**config.mk**
```make
export PLATFORM = sky130hd
export DESIGN_NAME = ptc_top
export DESIGN_NICKNAME = d
export VERILOG_FILES = /design/src/rtl/ptc_pkg.sv /design/src/rtl/ptc_capture_slot.sv /design/src/rtl/ptc_corr_adjust.sv /design/src/rtl/ptc_top.sv
export VERILOG_INCLUDE_DIRS = /design/src /design/src/rtl
export SDC_FILE = /design/constraint.sdc
export NUM_CORES = 1
export LEC_CHECK = 0
export ABC_AREA = 1
export ABC_CLOCK_PERIOD_IN_PS = 4900
export BUFFER_PORTS_ARGS = -buffer_cell sky130_fd_sc_hd__buf_2
export CAP_MARGIN = 5
export CORE_MARGIN = 2
export CORE_UTILIZATION = 37
export DETAILED_ROUTE_END_ITERATION = 6
export PLACE_DENSITY_LB_ADDON = 0.1
export SETUP_SLACK_MARGIN = 0.5
export SLEW_MARGIN = 20
export SYNTH_ARGS = -nofsm -noshare
export SYNTH_HDL_FRONTEND = slang
export SYNTH_SLANG_ARGS = --single-unit
export TNS_END_PERCENT = 30
```
**constraint.sdc**
```tcl
create_clock -name clock -period 4.9 [get_ports clock]
set_input_delay 0.735 -clock clock [delete_from_list [all_inputs] [get_ports clock]]
set_output_delay 0.735 -clock clock [all_outputs]
set_load 0.05 [all_outputs]
```
**src/rtl/ptc_regs.svh**
```systemverilog
`ifndef PTC_REGS_SVH
`define PTC_REGS_SVH

`define PTC_ADDR_ASYM 16'hc04
`define PTC_ADDR_REQ_HI 16'hc08
`define PTC_ADDR_REQ_LO 16'hc0a
`define PTC_ADDR_SYNC_HI 16'hc0c
`define PTC_ADDR_SYNC_LO 16'hc0e
`define PTC_ADDR_RESP_HI 16'hc10
`define PTC_ADDR_RESP_LO 16'hc12
`define PTC_ADDR_FLAGS 16'hc14
`define PTC_ADDR_ENABLE 16'hc16

`define PTC_ASYM_SIGN_BIT 15
`define PTC_ASYM_MAG_MSB 14
`define PTC_SYNC_BIT 15
`define PTC_REQ_BIT 14
`define PTC_RESP_BIT 13

`define PTC_ASYM_RESET 16'h0000
`define PTC_STAMP_RESET 32'h0000_0000
`define PTC_ENABLE_RESET 3'h0
`define PTC_CORR_FRAC_BITS 16

`endif

```
**src/rtl/ptc_pkg.sv**
```systemverilog
package ptc_pkg;

  typedef enum logic [3:0] {
    PTC_MSG_SYNC = 4'h0,
    PTC_MSG_DELAY_REQ = 4'h1,
    PTC_MSG_PDELAY_REQ = 4'h2,
    PTC_MSG_PDELAY_RESP = 4'h3,
    PTC_MSG_FOLLOW_UP = 4'h8,
    PTC_MSG_DELAY_RESP = 4'h9,
    PTC_MSG_PDELAY_RESP_FU = 4'ha,
    PTC_MSG_ANNOUNCE = 4'hb,
    PTC_MSG_SIGNALING = 4'hc,
    PTC_MSG_MANAGEMENT = 4'hd
  } ptc_msg_type;

  typedef enum logic [1:0] {
    PTC_CLASS_REQ = 2'b00,
    PTC_CLASS_SYNC = 2'b01,
    PTC_CLASS_RESP = 2'b10
  } ptc_class_type;

  typedef enum logic [1:0] {
    PTC_ADJ_PASS = 2'b00,
    PTC_ADJ_ADD = 2'b01,
    PTC_ADJ_SUB = 2'b10
  } ptc_adj_type;

endpackage : ptc_pkg

```
**src/rtl/ptc_capture_slot.sv**
```systemverilog
`timescale 1ns/1ps
`default_nettype none
`include "ptc_regs.svh"

module ptc_capture_slot (
  input wire logic clock,
  input wire logic sys_rst,
  input wire logic capture,
  input wire logic [31:0] stampIn,
  input wire logic clearReq,
  output logic [31:0] stamp,
  output logic flag
);

  logic [31:0] stamp_q;
  logic [31:0] stamp_d;
  logic flag_q;
  logic flag_d;

  always_comb
  begin
    stamp_d = stamp_q;
    flag_d = flag_q;
    if (clearReq)
    begin
      flag_d = 1'b0;
    end
    // newest frame wins; a capture beats a clear in the same cycle
    if (capture)
    begin
      stamp_d = stampIn;
      flag_d = 1'b1;
    end
  end

  always_ff @(posedge clock)
  begin
    if (sys_rst)
    begin
      stamp_q <= `PTC_STAMP_RESET;
      flag_q <= 1'b0;
    end
    else
    begin
      stamp_q <= stamp_d;
      flag_q <= flag_d;
    end
  end

  assign stamp = stamp_q;
  assign flag = flag_q;

endmodule : ptc_capture_slot
`default_nettype wire

```
**src/rtl/ptc_corr_adjust.sv**
```systemverilog
`timescale 1ns/1ps
`default_nettype none
`include "ptc_regs.svh"

module ptc_corr_adjust (
  input wire logic [63:0] corrIn,
  input wire logic [15:0] asymReg,
  input wire ptc_pkg::ptc_adj_type mode,
  output logic [63:0] corrOut
);

  logic [63:0] magScaled;
  logic [63:0] signedAsym;

  always_comb
  begin
    // correction field counts 2^-16 ns, so the ns magnitude is shifted up
    magScaled = {33'h0_0000_0000, asymReg[`PTC_ASYM_MAG_MSB:0], 16'h0000};
    // negative sign turns the magnitude into its two's complement
    signedAsym = asymReg[`PTC_ASYM_SIGN_BIT] ? (64'h0 - magScaled) : magScaled;
    unique case (mode)
      ptc_pkg::PTC_ADJ_ADD: corrOut = corrIn + signedAsym;
      ptc_pkg::PTC_ADJ_SUB: corrOut = corrIn - signedAsym;
      ptc_pkg::PTC_ADJ_PASS: corrOut = corrIn;
      default: corrOut = corrIn;
    endcase
  end

endmodule : ptc_corr_adjust
`default_nettype wire

```
**src/rtl/ptc_top.sv**
```systemverilog
// Strobed register access was left to the implementer.
`timescale 1ns/1ps
`default_nettype none
`include "ptc_regs.svh"

module ptc_top (
  input wire logic clock,
  input wire logic sys_rst,
  // register port
  input wire logic [15:0] busAddr,
  input wire logic [15:0] busWrData,
  input wire logic busWrEn,
  input wire logic busRdEn,
  output logic [15:0] busRdData,
  // correction field path
  input wire logic corrValid,
  input wire logic corrEgress,
  input wire ptc_pkg::ptc_msg_type corrMsgType,
  input wire logic [63:0] corrIn,
  output logic corrOutValid,
  output logic [63:0] corrOut,
  // egress timestamp capture
  input wire logic txStampValid,
  input wire ptc_pkg::ptc_class_type txStampClass,
  input wire logic [31:0] txStamp,
  // port-level indications
  output logic ptpIrqStatus,
  output logic ptpIrqEnable
);

  ////////////////////////////////////////////////////////////////////////////////
  // bus decode

  logic hitAsym;
  logic hitReqHi;
  logic hitReqLo;
  logic hitSyncHi;
  logic hitSyncLo;
  logic hitRespHi;
  logic hitRespLo;
  logic hitFlags;
  logic hitEnable;

  always_comb
  begin
    hitAsym = (busAddr == `PTC_ADDR_ASYM);
    hitReqHi = (busAddr == `PTC_ADDR_REQ_HI);
    hitReqLo = (busAddr == `PTC_ADDR_REQ_LO);
    hitSyncHi = (busAddr == `PTC_ADDR_SYNC_HI);
    hitSyncLo = (busAddr == `PTC_ADDR_SYNC_LO);
    hitRespHi = (busAddr == `PTC_ADDR_RESP_HI);
    hitRespLo = (busAddr == `PTC_ADDR_RESP_LO);
    hitFlags = (busAddr == `PTC_ADDR_FLAGS);
    hitEnable = (busAddr == `PTC_ADDR_ENABLE);
  end

  ////////////////////////////////////////////////////////////////////////////////
  // asymmetry and enable registers

  logic [15:0] asym_q;
  logic [15:0] asym_d;
  logic [2:0] enable_q;
  logic [2:0] enable_d;

  always_comb
  begin
    asym_d = asym_q;
    enable_d = enable_q;
    if (busWrEn && hitAsym)
    begin
      asym_d = busWrData;
    end
    if (busWrEn && hitEnable)
    begin
      enable_d = busWrData[`PTC_SYNC_BIT:`PTC_RESP_BIT];
    end
  end

  always_ff @(posedge clock)
  begin
    if (sys_rst)
    begin
      asym_q <= `PTC_ASYM_RESET;
      enable_q <= `PTC_ENABLE_RESET;
    end
    else
    begin
      asym_q <= asym_d;
      enable_q <= enable_d;
    end
  end

  ////////////////////////////////////////////////////////////////////////////////
  // correction field adjust

  ptc_pkg::ptc_adj_type adjMode;
  logic [63:0] corrAdjusted;
  logic corrOutValid_q;
  logic corrOutValid_d;
  logic [63:0] corrOut_q;
  logic [63:0] corrOut_d;

  always_comb
  begin
    adjMode = ptc_pkg::PTC_ADJ_PASS;
    unique case (corrMsgType)
      ptc_pkg::PTC_MSG_SYNC,
      ptc_pkg::PTC_MSG_PDELAY_RESP:
      begin
        if (!corrEgress)
        begin
          adjMode = ptc_pkg::PTC_ADJ_ADD;
        end
      end
      ptc_pkg::PTC_MSG_DELAY_REQ,
      ptc_pkg::PTC_MSG_PDELAY_REQ:
      begin
        if (corrEgress)
        begin
          adjMode = ptc_pkg::PTC_ADJ_SUB;
        end
      end
      ptc_pkg::PTC_MSG_FOLLOW_UP,
      ptc_pkg::PTC_MSG_DELAY_RESP,
      ptc_pkg::PTC_MSG_PDELAY_RESP_FU,
      ptc_pkg::PTC_MSG_ANNOUNCE,
      ptc_pkg::PTC_MSG_SIGNALING,
      ptc_pkg::PTC_MSG_MANAGEMENT:
      begin
        adjMode = ptc_pkg::PTC_ADJ_PASS;
      end
      default:
      begin
        adjMode = ptc_pkg::PTC_ADJ_PASS;
      end
    endcase
  end

  ptc_corr_adjust u_adjust (
    .corrIn(corrIn),
    .asymReg(asym_q),
    .mode(adjMode),
    .corrOut(corrAdjusted)
  );

  always_comb
  begin
    corrOutValid_d = corrValid;
    corrOut_d = corrOut_q;
    if (corrValid)
    begin
      corrOut_d = corrAdjusted;
    end
  end

  always_ff @(posedge clock)
  begin
    if (sys_rst)
    begin
      corrOutValid_q <= 1'b0;
      corrOut_q <= 64'h0000_0000_0000_0000;
    end
    else
    begin
      corrOutValid_q <= corrOutValid_d;
      corrOut_q <= corrOut_d;
    end
  end

  ////////////////////////////////////////////////////////////////////////////////
  // egress timestamp capture slots

  logic capReq;
  logic capSync;
  logic capResp;
  logic clrReq;
  logic clrSync;
  logic clrResp;
  logic [31:0] stampReq;
  logic [31:0] stampSync;
  logic [31:0] stampResp;
  logic reqTimeReadyFlag;
  logic syncTimeReadyFlag;
  logic respTimeReadyFlag;

  always_comb
  begin
    capReq = 1'b0;
    capSync = 1'b0;
    capResp = 1'b0;
    if (txStampValid)
    begin
      unique case (txStampClass)
        ptc_pkg::PTC_CLASS_REQ: capReq = 1'b1;
        ptc_pkg::PTC_CLASS_SYNC: capSync = 1'b1;
        ptc_pkg::PTC_CLASS_RESP: capResp = 1'b1;
        default:
        begin
          capReq = 1'b0;
        end
      endcase
    end
    // write-one-to-clear, zeros leave flags alone
    clrSync = busWrEn && hitFlags && busWrData[`PTC_SYNC_BIT];
    clrReq = busWrEn && hitFlags && busWrData[`PTC_REQ_BIT];
    clrResp = busWrEn && hitFlags && busWrData[`PTC_RESP_BIT];
  end

  ptc_capture_slot u_slot_req (
    .clock(clock),
    .sys_rst(sys_rst),
    .capture(capReq),
    .stampIn(txStamp),
    .clearReq(clrReq),
    .stamp(stampReq),
    .flag(reqTimeReadyFlag)
  );

  ptc_capture_slot u_slot_sync (
    .clock(clock),
    .sys_rst(sys_rst),
    .capture(capSync),
    .stampIn(txStamp),
    .clearReq(clrSync),
    .stamp(stampSync),
    .flag(syncTimeReadyFlag)
  );

  ptc_capture_slot u_slot_resp (
    .clock(clock),
    .sys_rst(sys_rst),
    .capture(capResp),
    .stampIn(txStamp),
    .clearReq(clrResp),
    .stamp(stampResp),
    .flag(respTimeReadyFlag)
  );

  ////////////////////////////////////////////////////////////////////////////////
  // port-level indications

  logic irqStatus_q;
  logic irqStatus_d;
  logic irqEnable_q;
  logic irqEnable_d;

  always_comb
  begin
    irqStatus_d = syncTimeReadyFlag | reqTimeReadyFlag | respTimeReadyFlag;
    irqEnable_d = |enable_q;
  end

  always_ff @(posedge clock)
  begin
    if (sys_rst)
    begin
      irqStatus_q <= 1'b0;
      irqEnable_q <= 1'b0;
    end
    else
    begin
      irqStatus_q <= irqStatus_d;
      irqEnable_q <= irqEnable_d;
    end
  end

  ////////////////////////////////////////////////////////////////////////////////
  // read data, one cycle after the strobe, zero elsewhere

  logic [15:0] rdData_q;
  logic [15:0] rdData_d;

  always_comb
  begin
    rdData_d = 16'h0000;
    if (busRdEn)
    begin
      if (hitAsym)
      begin
        rdData_d = asym_q;
      end
      else if (hitReqHi)
      begin
        rdData_d = stampReq[31:16];
      end
      else if (hitReqLo)
      begin
        rdData_d = stampReq[15:0];
      end
      else if (hitSyncHi)
      begin
        rdData_d = stampSync[31:16];
      end
      else if (hitSyncLo)
      begin
        rdData_d = stampSync[15:0];
      end
      else if (hitRespHi)
      begin
        rdData_d = stampResp[31:16];
      end
      else if (hitRespLo)
      begin
        rdData_d = stampResp[15:0];
      end
      else if (hitFlags)
      begin
        rdData_d = {syncTimeReadyFlag, reqTimeReadyFlag, respTimeReadyFlag, 13'h0000};
      end
      else if (hitEnable)
      begin
        rdData_d = {enable_q, 13'h0000};
      end
    end
  end

  always_ff @(posedge clock)
  begin
    if (sys_rst)
    begin
      rdData_q <= 16'h0000;
    end
    else
    begin
      rdData_q <= rdData_d;
    end
  end

  assign busRdData = rdData_q;
  assign corrOutValid = corrOutValid_q;
  assign corrOut = corrOut_q;
  assign ptpIrqStatus = irqStatus_q;
  assign ptpIrqEnable = irqEnable_q;

endmodule : ptc_top
`default_nettype wire

```
==> results_dict.tcl <==
set metrics [dict create \
    ioPinCount 224 \
    via_per_inst 5.266 \
    layout_min_cycle_time_ns 4.221 \
    synth_mux_area_share_pct 0 \
    layout_commonest_cell "nand2_1" \
    h-tree-depth 1 \
    finClkSkew_ns 0.01582 \
    wl_mm 50.73 \
    start_util_pct 37.41 \
    sw_frac_of_total_pct 31.33 \
    areaGrowthSynthToFinish_pct 22.61 \
    min_path_type "input pin to register" \
    p_per_area_mw_per_mm2 290.8 \
    drv_slew 0 \
    crit_family "compound AO/OA/AOI/OAI gates" \
    totalNegativeSetupSlack_ns 0 \
    cts_tree "done" \
    cp_data_arrival_time_ns 4.63 \
    coreArea_mm2 0.03446 \
    cts.hold.buffers_added 0 \
    crit_top_cell "a21oi_1" \
    ys_ff_latch 201 \
    grt_use_total_pct 27.14 \
    yosysWarnings 0 \
    dieArea_mm2 0.03635 \
    final_nets 2396 \
    vias 14097 \
    slowest_delay_ns 0.34 \
    synth_nets 2202 \
    fin_crit_sh_pct 86.15 \
    fin_area_mm2 0.01581 \
    power_frac_comb_pct 19.9 \
    clk_pin_slew_worst_paths_ns 0.06 \
    postSynthAreaPerCell_um2 6.413 \
    dp_hpwl_mm 39.05 \
    rr_endpoint "corrOut[50]$_SDFFE_PP0P_" \
    firstDrtPassIters 6 \
    nFillCells 3693 \
    netlist_instances 2010 \
    start_kind "register" \
    final_cell_mix "341 x nand2_1, 322 x nor2_1, 223 x buf_2, 201 x inv_1, 201 x dfxtp_1" \
    ff2ff_setup_slack_ns 0.68 \
    wire_per_inst_um 18.95 \
    numCtsBuffers 25 \
    cts_sinks 201 \
    tightestPinTransition_ns 1.035 \
    rsz0062_at_grt "yes" \
    fmax_mhz 236.9 \
    worstReg2RegStart "asym_q[0]$_SDFFE_PP0P_" \
    synth_fa_ha_area_share_pct 4.950 \
    antenna_found_initial 0 \
    vdd_ir_drop_max_mv 0.2538 \
    synth_xor_area_share_pct 3.514 \
    maxCapViolations 0 \
    ys_types 49 \
    layout-drive-gt1-share_pct 20.03 \
    diodes 0 \
    clockRootBuffer "clkbuf_16" \
    min_path_cells 3 \
    die_h_um 190.7 \
    port_buffers 223 \
    placed_area_mm2 0.01436 \
    relSlewSlack_pct 30.59 \
    finalSetupViolCount 0 \
    synth_compound_area_share_pct 23.02 \
    cts_buffer_depth 3 \
    place.gp.congestion 0.9684 \
    fp-row-count 68 \
    reg2reg_depth 23 \
    crit_buf_inv 2 \
    critical-path-slowest-cell "dfxtp_1" \
    hold_end "corrOut[0]$_SDFFE_PP0P_" \
    p_int_mw 3.156 \
    drc 0 \
    path_cells "inv_2 > ha_2 > nand3_2 > nor2_2 > nand2_1 > o21ai_2 > nand2_2 > a21oi_4 > xor2_2 > nor2_2 > nand3_4 > buf_12 > o21ai_1 > ha_1 > a21oi_1 > o21ai_0 > a21o_1 > a21oi_1 > nand3_2 > a21oi_1 > o21ai_0 > nand2_1 > a21oi_1" \
    worstSetupEndpointType "register" \
    pwr-share-clk_pct 41.9 \
    chipWidth_um 190.7 \
    status "completed" \
    grt_max_degree 76 \
    crit_required_ns 5.31 \
    p_leak_nw 6.812 \
    synth_top_family_by_area "simple AND/OR/NAND/NOR gates" \
    drt_iter0_drc 994 \
    netlist_area_mm2 0.01289 \
    yosys.area_share.simple_pct 28.11 \
    crit_fanout 10 \
    hold_path_startpoint "corrIn[0]" \
    clk_latency_ns 0.57 \
    hold_viol 0 \
    grt_overflow 0 \
    p_sw_mw 1.440 \
    grt_pass1_wl_mm 76.69 \
    ant_nets 0 \
    crit_type "register to register" \
    grt_pass1_vias 13401 \
    seqPwrFrac_pct 38.2 \
    startpoint "asym_q[0]$_SDFFE_PP0P_" \
    yosysSeqAreaShare_pct 31.21 \
]
power by group through the flow:
stage	Sequential (mW)	Combinational [mW]	Clock, mW
after detailed placement	1.79	0.855	0
after floorplan	1.91	0.420	0
after global routing	1.76	0.992	2.03
final	1.75	0.914	1.93
after CTS	1.75	0.860	1.97
after global placement	1.79	0.857	0
metal layers:
metal | global-route usage (%) | part of all wire (%) | up-vias
met5 | 0 | 0 | -
met4 | 6.798 | 2.7 | 0
met3 | 3.147 | 4.6 | 77
met2 | 45.78 | 46 | 397
met1 | 36.80 | 46 | 6586
li1 | - | - | 7037
through the flow:
stage | total power [mW] | worst slack (ns) | utilization [%] | cells | hold slack (ns)
after CTS | 4.588 | 0.4649 | 44.24 | 2667 | 0.3798
after floorplan | 2.333 | 1.228 | - | 2010 | 0.4294
after detailed placement | 2.644 | 0.09460 | 41.66 | 2622 | 0.4461
final | 4.596 | 0.6786 | 45.87 | 2677 | 0.4030
after global routing | 4.786 | 0.4127 | 45.87 | 2677 | 0.3948
after global placement | 2.645 | 0.1996 | 41.66 | 2622 | 0.4367
cell usage after synthesis, drive strengths merged:
cell	n	area [um2]
buf	20	116.4
or3b	1	8.760
nor4	5	31.28
ha	51	638.1
nand4	24	150.1
dfxtp	201	4024
a211oi	16	120.1
xor2	29	269.0
clkbuf	66	257.7
a21oi	202	1015
nor3b	1	7.510
o311ai	1	8.760
o21bai	18	135.1
nand3b	3	22.52
nor2	358	1371
clkinv	3	11.26
and2	3	18.77
o31ai	2	15.01
o21ai	242	1219
nand3	80	435.4
o221ai	11	96.34
inv	213	799.5
o21a	5	37.54
or2	17	106.4
nand2	358	1359
o211ai	28	210.2
a31oi	4	25.02
a21boi	3	22.52
nor3	16	112.6
xnor2	21	183.9
o2111ai	3	26.28
a21o	5	37.54
logic make-up (layout without fill, tap and decap cells):
logic type,count (synthesis),in the layout
XOR/XNOR,50,50
buffers and inverters,302,514
AND/OR/NAND/NOR,866,866
flip-flops,201,201
AO/OA/AOI/OAI,540,540
adder cells (fa/ha/maj),51,51
state kept, by name (all words and copies together) (netlist names), 3 cells and up:
signal	cells
busRdData	16
enable_q	3
u_slot_sync.stamp	32
corrOut	64
asym_q	16
u_slot_req.stamp	32
u_slot_resp.stamp	32
layout make-up:
class	instances	area (um2)	area share, %
Tap cell	455	569.3	3.602
Timing Repair Buffer	253	1358	8.589
Clock buffer	36	747.0	4.726
Clock inverter	9	110.1	0.6966
Inverter	216	810.8	5.130
Sequential cell	201	4024	25.46
Multi-Input combinational cell	1507	8187	51.80
how the worst max path moves through the flow:
stage                                     endpoint  slack (ns)  cells past startpoint
after detailed placement  corrOut[61]$_SDFFE_PP0P_        0.09                     23
after CTS                 corrOut[54]$_SDFFE_PP0P_        0.46                     26
after global placement    corrOut[61]$_SDFFE_PP0P_        0.20                     23
after global routing      corrOut[61]$_SDFFE_PP0P_        0.41                     23
after floorplan           corrOut[53]$_SDFFE_PP0P_        1.23                     27
final                     corrOut[50]$_SDFFE_PP0P_        0.68                     23
worst reg2reg max path, delay by kind of cell (launching register included):
family,cells,cell delay (ns)
flops,1,0.34
buf+inv,2,0.28
fa+ha+maj,2,0.56
simple gates,8,0.94
xor+xnor,1,0.11
compound gates,10,1.85
what timing repair did:
item,CTS,global route
cloned,0,0
setup buffers,0,10
endpoints found under the setup margin,16,33
pin swaps,0,22
gates resized for setup,11,131
Power figures use the tool's default switching activity.
